--- config.mk ---
export PLATFORM = sky130hd
export DESIGN_NAME = dlcpc_ctrl
export DESIGN_NICKNAME = d
export VERILOG_FILES = /design/src/dlcpc_pkg.sv /design/src/dlcpc_ctrl.sv
export SDC_FILE = /design/constraint.sdc
export NUM_CORES = 1
export LEC_CHECK = 0
export BUFFER_PORTS_ARGS = -buffer_cell sky130_fd_sc_hd__buf_2
export CAP_MARGIN = 20
export CORE_MARGIN = 10
export CORE_UTILIZATION = 30
export CTS_CLUSTER_SIZE = 30
export DETAILED_ROUTE_END_ITERATION = 10
export SYNTH_ARGS = -nofsm -noshare
export SYNTH_HDL_FRONTEND = slang
export SYNTH_SLANG_ARGS = --single-unit
--- constraint.sdc ---
create_clock -name sys_clk_i -period 6.5 [get_ports sys_clk_i]
set_input_delay 0.325 -clock sys_clk_i [delete_from_list [all_inputs] [get_ports sys_clk_i]]
set_output_delay 0.325 -clock sys_clk_i [all_outputs]
set_load 0.05 [all_outputs]
--- src/dlcpc_pkg.sv ---
// Constants and types for the DAC load, clear and power-down control block
package dlcpc_pkg;

    // Serial frame layout: command byte then 16-bit data, MSB first
    localparam int          FRAME_BITS  = 24;
    localparam int          CNT_W       = 5;
    localparam logic [4:0]  FRAME_FULL  = 5'h18;
    localparam int          DATA_W      = 16;
    localparam int          CFG_W       = 8;

    // Configuration commands, full command byte
    localparam logic [7:0]  CMD_NOP     = 8'h00;
    localparam logic [7:0]  CMD_CLEAR   = 8'h01;
    localparam logic [7:0]  CMD_LOAD    = 8'h18;
    localparam logic [7:0]  CMD_BLOCK   = 8'h28;
    localparam logic [7:0]  CMD_PDOWN   = 8'h30;
    localparam logic [7:0]  CMD_WR_ALL  = 8'h20;

    // Addressed commands: upper five bits, channel in the low three
    localparam logic [4:0]  OP_WRITE    = 5'h01;
    localparam logic [4:0]  OP_WR_UPD   = 5'h02;
    localparam logic [4:0]  OP_RD_PRE   = 5'h11;
    localparam logic [4:0]  OP_RD_OUT   = 5'h12;
    localparam logic [4:0]  OP_RD_CFG   = 5'h13;
    localparam logic [2:0]  CHAN_ZERO   = 3'h0;

    // Channel-mask and power-down field positions in the data word
    localparam int          MASK_CH0    = 0;
    localparam int          PD_FLOAT    = 8;
    localparam int          PD_PULLDN   = 0;

    // Mode report bit positions
    localparam int          CFG_BLOCK   = 2;
    localparam int          CFG_PULLDN  = 1;
    localparam int          CFG_FLOAT   = 0;

    // Values after reset
    localparam logic [15:0] CODE_ZERO   = 16'h0000;
    localparam logic [15:0] CODE_MID    = 16'h8000;
    localparam logic        BLOCK_RST   = 1'b1;
    localparam logic        PD_RST      = 1'b0;

    // Synchroniser slots
    localparam int          SY_CSB      = 0;
    localparam int          SY_SCK      = 1;
    localparam int          SY_SDI      = 2;
    localparam int          SY_LOAD     = 3;
    localparam int          SY_CLR      = 4;
    localparam int          SY_LVL      = 5;
    localparam int          SY_N        = 6;

    // Start-up sequence
    typedef enum logic {
        ST_INIT,
        ST_RUN
    } dlcpc_state_type;

endpackage

--- src/dlcpc_ctrl.sv ---
// Register, load, clear and power-down control of a one-channel 16-bit DAC
`timescale 1ns/1ps

// Overview of operation
// - Load pin low copies preload into output register immediately.
// - Load pin is a level; held low, output follows at frame end.
// - Software load command copies preload into output register.
// - Plain write goes to preload, or both registers in write-through mode.
// - Write-and-update loads preload and output regardless of mode.
// - Write-all loads preload and output with one word regardless of mode.
// - Clear pin low forces output to zero or midscale per level pin.
// - Software clear command acts like the clear pin.
// - Reset loads defaults; output level follows the power-up level pin.
// - Power-down command selects floating or pulled-down output.
// - Power-down disables amplifier and ladder; registers stay usable.
// - Data registers read and write; mode report is read only.
// - Data registers hold 16-bit straight binary, bit 15 most significant.
// - Mode report bits 7 to 3 reserved; read as zero here.
// - Mode report bit 2 shows the block-mode bit.
// - Bit 1 shows pulled-down power-down, bit 0 floating power-down.
// - Frame is command byte then 16 data bits, MSB first.
// - Channel address in command low bits; load and block commands use data mask.
// - Power-down upper byte floats, lower pulls down; pull-down wins.
// - Register read takes two frames: load, then shift out.
module dlcpc_ctrl
    import dlcpc_pkg::*;
(
    // Clock and reset
    input  wire logic        sys_clk_i,
    input  wire logic        nrst_i,
    // Serial interface pins
    input  wire logic        select_bar_n_i,
    input  wire logic        sclk_i,
    input  wire logic        sdi_i,
    output logic             sdo_o,
    output logic             sdo_oe_n_o,
    // Side-band pins
    input  wire logic        load_output_pin_n_i,
    input  wire logic        clear_pin_n_i,
    input  wire logic        powerup_level_pin_i,
    // Converter core controls
    output logic [15:0]      output_code_o,
    output logic             amp_enable_o,
    output logic             ladder_connect_o,
    output logic             pulldown_en_o,
    output logic             output_float_o
);

    // Code that matches the selected power-up level
    function automatic logic [15:0] level_code(input logic mid);
        level_code = mid ? CODE_MID : CODE_ZERO;
    endfunction

    // Addressed command whose channel field names channel 0
    function automatic logic op_hit(input logic [7:0] cmd,
                                    input logic [4:0] op);
        op_hit = (cmd[7:3] == op) && (cmd[2:0] == CHAN_ZERO);
    endfunction

    logic [SY_N-1:0]   sync1_q;
    logic [SY_N-1:0]   sync2_q;
    logic              csb_prev_q;
    logic              sck_prev_q;
    logic [23:0]       shreg_q;
    logic [CNT_W-1:0]  bitcnt_q;
    logic              sdo_q;
    logic              oe_n_q;
    logic [15:0]       preload_q;
    logic [15:0]       output_q;
    logic              block_q;
    logic              pd_float_q;
    logic              pd_pulldn_q;
    dlcpc_state_type   state_q;
    dlcpc_state_type   state_d;
    logic [1:0]        boot_q;
    logic              amp_on_q;

    logic              csb_s;
    logic              sck_rise;
    logic              sck_fall;
    logic              cs_fall;
    logic              cs_rise;
    logic              frame_done;
    logic [7:0]        cmd;
    logic [15:0]       data;
    logic              do_clear;
    logic              clear_any;
    logic              do_load;
    logic              load_any;
    logic              do_write;
    logic              do_wr_upd;
    logic              do_wr_all;
    logic              do_block;
    logic              do_pdown;
    logic [CFG_W-1:0]  cfg_report;

    // Two flops on every pin; only stage two is read
    // Reset value is the idle level of select and of the active-low pins
    always_ff @(posedge sys_clk_i or negedge nrst_i) begin
        if (!nrst_i) begin
            sync1_q <= '1;
            sync2_q <= '1;
        end else begin
            sync1_q <= {powerup_level_pin_i, clear_pin_n_i, load_output_pin_n_i,
                         sdi_i, sclk_i, select_bar_n_i};
            sync2_q <= sync1_q;
        end
    end

    // Previous samples for edge detection
    // A stray clock edge just after reset is masked while select reads high
    always_ff @(posedge sys_clk_i or negedge nrst_i) begin
        if (!nrst_i) begin
            csb_prev_q <= 1'b1;
            sck_prev_q <= 1'b0;
        end else begin
            csb_prev_q <= sync2_q[SY_CSB];
            sck_prev_q <= sync2_q[SY_SCK];
        end
    end

    // Serial edges; clock edges count only inside a frame
    assign csb_s    = sync2_q[SY_CSB];
    assign cs_fall  = csb_prev_q & ~csb_s;
    assign cs_rise  = ~csb_prev_q & csb_s;
    assign sck_rise = ~csb_s & ~sck_prev_q & sync2_q[SY_SCK];
    assign sck_fall = ~csb_s & sck_prev_q & ~sync2_q[SY_SCK];

    // frame decode
    // Short frames are dropped; long ones keep the last 24 bits
    assign frame_done = cs_rise && (bitcnt_q == FRAME_FULL);
    assign cmd        = shreg_q[23:16];
    assign data       = shreg_q[15:0];

    // command decode
    // Load and block-mode commands look at the channel-0 mask bit
    always_comb begin
        do_clear  = frame_done && (cmd == CMD_CLEAR);
        do_load   = frame_done && (cmd == CMD_LOAD) && data[MASK_CH0];
        do_block  = frame_done && (cmd == CMD_BLOCK);
        do_pdown  = frame_done && (cmd == CMD_PDOWN);
        do_wr_all = frame_done && (cmd == CMD_WR_ALL);
        do_write  = frame_done && op_hit(cmd, OP_WRITE);
        do_wr_upd = frame_done && op_hit(cmd, OP_WR_UPD);
    end

    assign clear_any = ~sync2_q[SY_CLR] | do_clear;
    assign load_any  = ~sync2_q[SY_LOAD] | do_load;

    // Built fresh each cycle, so a read always sees the current modes
    // reserved as zero
    always_comb begin
        cfg_report             = '0;
        cfg_report[CFG_BLOCK]  = block_q;
        cfg_report[CFG_PULLDN] = pd_pulldn_q;
        cfg_report[CFG_FLOAT]  = pd_float_q;
    end

    // Frame bit counter, saturates at a full frame
    // Stopping at 24 lets daisy-chained frames of 24 bits or more still decode
    always_ff @(posedge sys_clk_i or negedge nrst_i) begin
        if (!nrst_i) begin
            bitcnt_q <= '0;
        end else if (cs_fall) begin
            bitcnt_q <= '0;
        end else if (sck_rise && bitcnt_q != FRAME_FULL) begin
            bitcnt_q <= bitcnt_q + 5'h01;
        end
    end

    // registers read back
    // Command byte is kept so the second frame echoes it
    always_ff @(posedge sys_clk_i or negedge nrst_i) begin
        if (!nrst_i) begin
            shreg_q <= '0;
        end else if (sck_rise) begin
            shreg_q <= {shreg_q[22:0], sync2_q[SY_SDI]};
        end else if (frame_done && op_hit(cmd, OP_RD_PRE)) begin
            shreg_q[15:0] <= preload_q;
        end else if (frame_done && op_hit(cmd, OP_RD_OUT)) begin
            shreg_q[15:0] <= output_q;
        end else if (frame_done && op_hit(cmd, OP_RD_CFG)) begin
            shreg_q[15:0] <= {8'h00, cfg_report};
        end
    end

    // Serial output: MSB at select fall, next bit on each clock fall
    always_ff @(posedge sys_clk_i or negedge nrst_i) begin
        if (!nrst_i) begin
            sdo_q  <= 1'b0;
            oe_n_q <= 1'b1;
        end else begin
            oe_n_q <= csb_s;
            if (cs_fall || sck_fall) begin
                sdo_q <= shreg_q[23];
            end
        end
    end

    // start-up sequence
    // Async reset takes constants, so the synchronisers read high at first.
    // Stay in start-up until the level pin has crossed both flops; leaving
    // after one edge would latch the synchroniser's reset value and power
    // up at midscale whatever the pin says.
    always_comb begin
        state_d = state_q;
        case (state_q)
            ST_INIT: begin
                if (boot_q[1]) begin
                    state_d = ST_RUN;
                end
            end
            ST_RUN:  state_d = ST_RUN;
            default: state_d = ST_INIT;
        endcase
    end

    // Start-up delay: two flops of ones, matching the synchroniser depth
    always_ff @(posedge sys_clk_i or negedge nrst_i) begin
        if (!nrst_i) begin
            boot_q <= 2'h0;
        end else begin
            boot_q <= {boot_q[0], 1'b1};
        end
    end

    always_ff @(posedge sys_clk_i or negedge nrst_i) begin
        if (!nrst_i) begin
            state_q <= ST_INIT;
        end else begin
            state_q <= state_d;
        end
    end

    // Preload register
    // Writes are refused during start-up and while clear holds
    always_ff @(posedge sys_clk_i or negedge nrst_i) begin
        if (!nrst_i) begin
            preload_q <= CODE_ZERO;
        end else if (state_q == ST_INIT) begin
            preload_q <= level_code(sync2_q[SY_LVL]);
        end else if (clear_any) begin
            preload_q <= level_code(sync2_q[SY_LVL]);
        end else if (do_write || do_wr_upd || do_wr_all) begin
            preload_q <= data;
        end
    end

    // Output register; clear beats writes, writes beat the load transfer
    // A clear pin held low therefore also overrides the load pin
    always_ff @(posedge sys_clk_i or negedge nrst_i) begin
        if (!nrst_i) begin
            output_q <= CODE_ZERO;
        end else if (state_q == ST_INIT) begin
            output_q <= level_code(sync2_q[SY_LVL]);
        end else if (clear_any) begin
            output_q <= level_code(sync2_q[SY_LVL]);
        end else if (do_wr_upd || do_wr_all || (do_write && !block_q)) begin
            output_q <= data;
        end else if (do_write && !sync2_q[SY_LOAD]) begin
            // load pin held
            // A blocked write under a low load pin lands in both registers
            // at the frame close, so the output does not lag by a cycle
            output_q <= data;
        end else if (load_any) begin
            // transfer
            // Pin held low keeps copying the preload every cycle
            output_q <= preload_q;
        end
    end

    // Block-mode bit, written by configuration command; clear and reset load BLOCK_RST
    always_ff @(posedge sys_clk_i or negedge nrst_i) begin
        if (!nrst_i) begin
            block_q <= BLOCK_RST;
        end else if (clear_any) begin
            block_q <= BLOCK_RST;
        end else if (do_block) begin
            block_q <= data[MASK_CH0];
        end
    end

    // Power-down selection
    // A power-down command with both bytes clear wakes the channel
    always_ff @(posedge sys_clk_i or negedge nrst_i) begin
        if (!nrst_i) begin
            pd_float_q  <= PD_RST;
            pd_pulldn_q <= PD_RST;
        end else if (clear_any) begin
            pd_float_q  <= PD_RST;
            pd_pulldn_q <= PD_RST;
        end else if (do_pdown) begin
            pd_pulldn_q <= data[PD_PULLDN];
            pd_float_q  <= data[PD_FLOAT] & ~data[PD_PULLDN];
        end
    end

    // analog path enable
    // A flop of its own so the core controls leave the block registered;
    // it follows the same command as the two select bits
    always_ff @(posedge sys_clk_i or negedge nrst_i) begin
        if (!nrst_i) begin
            amp_on_q <= ~PD_RST;
        end else if (clear_any) begin
            amp_on_q <= ~PD_RST;
        end else if (do_pdown) begin
            amp_on_q <= ~(data[PD_FLOAT] | data[PD_PULLDN]);
        end
    end

    // core controls
    // Only the analog path sleeps; serial logic and registers keep running
    assign amp_enable_o     = amp_on_q;
    assign ladder_connect_o = amp_on_q;
    assign pulldown_en_o    = pd_pulldn_q;
    assign output_float_o   = pd_float_q;

    assign output_code_o = output_q;
    assign sdo_o         = sdo_q;
    assign sdo_oe_n_o    = oe_n_q;

endmodule

; ---- Word-level counts from Yosys, hierarchy flattened
; Index checks and enable logic that the tools add are counted.
; W data, S select, Z words.
[word_totals]
register_bits = 83
[op_classes]
add_sub_neg = 1
n_eq_ne = 14
n_mux = 25
bitwise = 19
n_reduce_logical = 32
[op_table]
columns = operator, n
row1 = $mux W16, 13
row2 = $eq A8 B6 Y1 const B, 3
row3 = $eq A5 B5 Y1 const B, 4
row4 = $logic_and A1 B1 Y1, 20
row5 = $mux W5, 2
row6 = $mux W1, 9
row7 = $not A1 Y1, 9
row8 = $eq A8 B1 Y1 const B, 1
row9 = $eq A8 B5 Y1 const B, 1
row10 = $and A1 B1 Y1, 7
row11 = $reduce_bool A2 Y1, 3
row12 = $add A5 B1 Y5 const B, 1
row13 = $eq A5 B1 Y1 const B, 1
row14 = $eq A5 B2 Y1 const B, 1
row15 = $logic_or A1 B1 Y1, 5
row16 = $ne A5 B1 Y1 const B, 1
row17 = $ne A5 B5 Y1 const B, 1
row18 = $reduce_bool A4 Y1, 1
row19 = $logic_not A3 Y1, 1
row20 = $ne A3 B1 Y1 const B, 1
row21 = $or A1 B1 Y1, 3
row22 = $logic_not A1 Y1, 2
row23 = $pmux W1 S2, 1

; ---- Depth between registers and ports, before layout
[logic_depth]
word_depth = 11
depth_mapped = 9
ltp_nobuf = 7

; ---- Least setup slack after synthesis
; Ideal clock, no wire load.
[synth_timing]
path_type = register to register
from = register, netlist name sdo_oe_n_o
to = register output_q[10], in the netlist output_code_o[10]
setup_time_ns = 0.094
arrival_ns = 2.180
required_ns = 6.406
setup_slack_ns = 4.226
stages_incl_launch_ff = 7
n_path_buf = 1
path_cell_list = dfstp_2 > or4b_4 > nor4_4 > a21oi_2 > buf_4 > mux2i_1 > a211oi_1
[synth_lines]
columns = element, line_no
row1 = to (signal assigned), dlcpc_ctrl.sv:255  ; output_q <= level_code(sync2_q[SY_LVL]);
row2 = to (signal assigned), dlcpc_ctrl.sv:257  ; output_q <= level_code(sync2_q[SY_LVL]);
row3 = to (signal assigned), dlcpc_ctrl.sv:259  ; output_q <= data;
row4 = to (decl), dlcpc_ctrl.sv:69  ; logic [15:0] output_q;

; ---- Worst setup path in the final report
[layout_timing]
from = register bitcnt_q[0]
to = register preload_q[15]
[layout_between]
elab_chain_len = 6
elab_cells_between_ends = 12
classes_between = 2 x eq/ne / 2 x mux / 1 x bitwise / 7 x reduce/logical
[layout_lines]
columns = element, line_no
row1 = from (decl), dlcpc_ctrl.sv:65  ; logic [CNT_W-1:0] bitcnt_q;
row2 = from (signal assigned), dlcpc_ctrl.sv:167  ; bitcnt_q <= bitcnt_q + 5'h01;
row3 = $eq A5 B5 Y1 *, dlcpc_ctrl.sv:131  ; assign frame_done = cs_rise && (bitcnt_q == FRAME_FULL);
row4 = $logic_and A1 B1 Y1 *, dlcpc_ctrl.sv:131
row5 = "$logic_and A1 B1 Y1, on equally long branches", "dlcpc_ctrl.sv:138, dlcpc_ctrl.sv:143, dlcpc_ctrl.sv:144"
row6 = $or A1 B1 Y1 / $logic_or A1 B1 Y1 (equally long branches), "dlcpc_ctrl.sv:147, dlcpc_ctrl.sv:244"
row7 = $mux W16 / $logic_or A1 B1 Y1 (equally long branches), "dlcpc_ctrl.sv:242, dlcpc_ctrl.sv:244"
row8 = $mux W16 / $ne A3 B1 Y1 (equally long branches), n/a
row9 = to (signal assigned), dlcpc_ctrl.sv:241  ; preload_q <= level_code(sync2_q[SY_LVL]);
row10 = to (signal assigned), dlcpc_ctrl.sv:243  ; preload_q <= level_code(sync2_q[SY_LVL]);
row11 = to (signal assigned), dlcpc_ctrl.sv:245  ; preload_q <= data;
row12 = to (decl), dlcpc_ctrl.sv:68  ; logic [15:0] preload_q;
; Mark *: on every way between the ends. The rest lies on a longest branch, timed or not.
; A chain may end at the register's enable or synchronous reset.

==> impl_summary.txt <==
----------------------------------------------------
[Placement]
  Number of input and output port buffers inserted ... 29
  Routability Congestion ... 0.763
  Cell area after placement ... 0.00406 sq mm
  Estimated wirelength of the detail-placed design ... 5.26 mm

[Die]
  Die span in y ... 132 microns
  Area enclosed by the die boundary ... 0.0174 sq mm
  Initial standard-cell utilization of the core ... 30.9%
  Die boundary width ... 132 microns
  CORE AREA ... 0.0122 sq mm
  Number of placement rows ... 40
  I/O pin count ... 30

[Critical path]
  Data required time of the worst path ... 6700 ps
  Number of cell instances on the worst register-to-register path ... 7
  Critical path peak fanout ... 16
  Arrival time reported for the critical path endpoint ... 3140 ps
  Crit path capture type ... flip-flop
  Critical Path Start Type ... flip-flop
  Worst Setup EP ... preload_q[15]$_DFFE_PN0P_
  Reg2reg setup slack ... 3560 ps
  Launch point of the worst path ... bitcnt_q[0]$_DFFE_PN0P_
  Crit Reg-Reg Startpoint ... bitcnt_q[0]$_DFFE_PN0P_
  Capture point of the worst reg-to-reg path ... preload_q[15]$_DFFE_PN0P_
  Category of the most critical setup path ... flip-flop to flip-flop

[GRT]
  Total overflow reported by the global router ... 0
  Vias in the first global route ... 2,707
  All-layer global routing usage ... 10.3%
  Global-route wire length before repair ... 15.0 mm
  Maximum number of pins on one net before global-route repair ... 84
  Number of antenna violations at the first check in global routing ... 0

[Pwr]
  Leakage dissipation ... 1.97 nW
  Worst ir drop on vdd ... 128 uV
  Total power density per cell area ... 305 mW/mm^2

[Clock network]
  Cell chosen for the clock root ... clkbuf_16
  Maximum buffer depth of the clock tree ... 2
  Count of cells resized by post-cts repair ... 0
  TritonCTS buffer count ... 9
  Register clock-pin slew on the reported worst setup and hold paths ... 60 ps
  Skew-Pair Late Insertion Delay ... 340 ps
  H-tree Lvls ... 3
  CTS tree ... done
  TritonCTS Sinks ... 83

[STA]
  Tightest slew margin relative to the limit ... 34.9%
  Maximum achievable frequency ... 341 MHz
  Unrepaired setup endpoints after global routing ... no
  Time the worst path needs with I/O delays and setup ... 2940 ps
  Final slew viol count ... 0
  Period Utilization, post-route ... 45.2%
  Final Setup Violations ... 0
  Setup skew after layout ... 9.49 ps
  Transition time at the pin with the least slew margin ... 976 ps
  Accumulated negative setup slack ... 0 ps
  Final hold violation count ... 0

[Synthesis]
  Number of warnings issued by yosys ... 0
  Seq/Total Area, Yosys ... 55.7%
  Top-count cell post-synth ... dfrtp_1
  Post-synth top area cell ... dfrtp_1
  Main flop type after synthesis ... dfrtp_1
  Mapped cell area ... 0.00376 sq mm
  Ranking of synthesized cells by instance count ... 68 x dfrtp_1, 50 x nor2_1, 33 x mux2i_1, 27 x a21oi_1
  Post-synthesis area per instance ... 11.5 sq um
  Area fraction of the dominant cell type after synthesis ... 45.2%
  Number of instances in the synthesized netlist ... 328
  #FFs+latches synth ... 83
  Number of distinct library cells after synthesis ... 47
  Count of flip-flops with a built-in enable after synthesis ... 0
  Post-synthesis net count ... 338
  Share of flip-flops with an asynchronous set or reset ... 100%
  Largest cells by area after synthesis ... dfrtp_1 45%, dfstp_2 10%, mux2i_1 8.8%

[Routing]
  Routed wire length on met3 ... 422 microns
  Total detailed-routing wirelength ... 8.45 mm
  Average wire per standard cell ... 16.1 microns
  Top routing layer in use ... met4
  Count of nets left with antenna violations after detail routing ... 0
  Vias per inst ... 4.95
  Iter 0 DRT Violations ... 226
  Via count ... 2,603
  Wire length on met1 ... 4.07 mm
  Routed met2 length ... 3.84 mm
  First-pass detailed-route iteration total ... 5
  DRC violations left ... 0

[Flow run]
  Max-capacitance violation count ... 0

[Outcome]
  Status ... finished clean

[Cells and area]
  Ratio of cells with drive above 1 in the final layout ... 25.4%
  Net total in the final layout ... 363
  Layout overhead on the synthesized area ... 17.0%
  Number of antenna cells inserted ... 0
  Fin area ... 0.00440 sq mm

[Worst hold path]
  Path class of the lowest-slack min-delay path ... input port to flip-flop

----------------------------------------------------
[worst min path at each step]
stage          slack [ps]           startpoint  cells after the start                      end
6_report               90        clear_pin_n_i                      1     sync1_q[4]$_DFF_PN1_
5_1_grt                70        clear_pin_n_i                      1     sync1_q[4]$_DFF_PN1_
3_5_place_dp          340  boot_q[0]$_DFF_PN0_                      0      boot_q[1]$_DFF_PN0_
4_1_cts                70        clear_pin_n_i                      1     sync1_q[4]$_DFF_PN1_
2_1_floorplan          30               nrst_i                      0  bitcnt_q[0]$_DFFE_PN0P_
3_3_place_gp          330  boot_q[0]$_DFF_PN0_                      0      boot_q[1]$_DFF_PN0_
[power by group]
part	total (mW)	internal (mW)	leakage [nW]	switching, mW
clock	0.512	0.308	0.148	0.204
sequential	0.644	0.569	1.05	0.0751
combinational	0.187	0.0794	0.773	0.108
[area by class of cell]
| type | count | area (sq um) |
|---|---|---|
| repair buffers | 37 | 230 |
| well taps | 168 | 210 |
| flip-flops and latches | 83 | 2100 |
| multi-input cells | 213 | 1530 |
| clock buffers | 10 | 239 |
| fillers | 1186 | 7760 |
| clock inverters | 6 | 65.1 |
| inverters | 9 | 33.8 |
[worst max-delay path, stage by stage, from the launching register on]
cell and delay (ps):
dfrtp_1 400, inv_1 100, ha_1 150, nand4b_1 410, nor4_4 540, o21a_1 860
mux2i_1 260, o21ai_0 90
[sequential cells by signal (all words and copies together), names as in the netlist]
signal,count
shreg_q,24
output_code_o,16
preload_q,16
sync1_q,6
sync2_q,6
bitcnt_q,5
boot_q,2
amp_enable_o,1
block_q,1
output_float_o,1
pulldown_en_o,1
sck_prev_q,1
sdo_o,1
sdo_oe_n_o,1
state_q,1
[layer usage]
metal	vias to the layer above	global-route usage (%)
met2	60	14.8
met3	10	2.67
li1	1230	-
met5	-	0
met4	0	3.65
met1	1303	14.4
[metrics by stage]
stage	hold slack [ps]	util (%)	setup WS, ps	cells	power (mW)
2_1_floorplan	29.4	-	4230	328	0.770
3_3_place_gp	334	33.4	3640	508	0.829
3_5_place_dp	342	33.4	3540	508	0.839
4_1_cts	71.6	35.9	3530	524	1.35
5_1_grt	72.9	36.2	3330	526	1.41
6_report	88.2	36.2	3560	526	1.34
[cell families after synthesis]
| family | count (synthesis) | synth area share, % |
|---|---|---|
| mux | 45 | 12.4 |
| fa+ha+maj | 2 | 0.665 |
| simple gates | 85 | 11.5 |
| compound gates | 75 | 14.2 |
| buf+inv | 32 | 4.35 |
| xor+xnor | 5 | 1.16 |
| other cells | 1 | 0.0996 |
| flops | 83 | 55.7 |
[layout by cell type, fill, tap and decap left out, drive strengths merged, types with 2 or more instances in the layout]
cell / netlist / routed
dfrtp: 68 / 68
nor2: 50 / 50
buf: 11 / 36
mux2i: 33 / 33
a21oi: 29 / 29
a211oi: 15 / 15
dfstp: 15 / 15
mux2: 12 / 12
a32oi: 11 / 11
clkbuf: 12 / 10
inv: 9 / 9
nand2: 8 / 8
a22o: 5 / 5
a222oi: 5 / 5
nand3: 5 / 5
clkinv: 0 / 4
or2: 3 / 3
nor2b: 3 / 3
xor2: 3 / 3
nor4: 3 / 3
nand2b: 2 / 2
xnor2: 2 / 2
and2: 2 / 2
o31ai: 2 / 2
nand4: 2 / 2
ha: 2 / 2
o311ai: 2 / 2
o21ai: 2 / 2
[repair_timing]
action                                  4_1_cts  5_1_grt
endpoints found under the setup margin        0        0
endpoints found under the hold margin         0       21
setup buffers                                 0        0
hold buffers                                  0        1
Note: power is estimated with default switching activity, not from simulation.
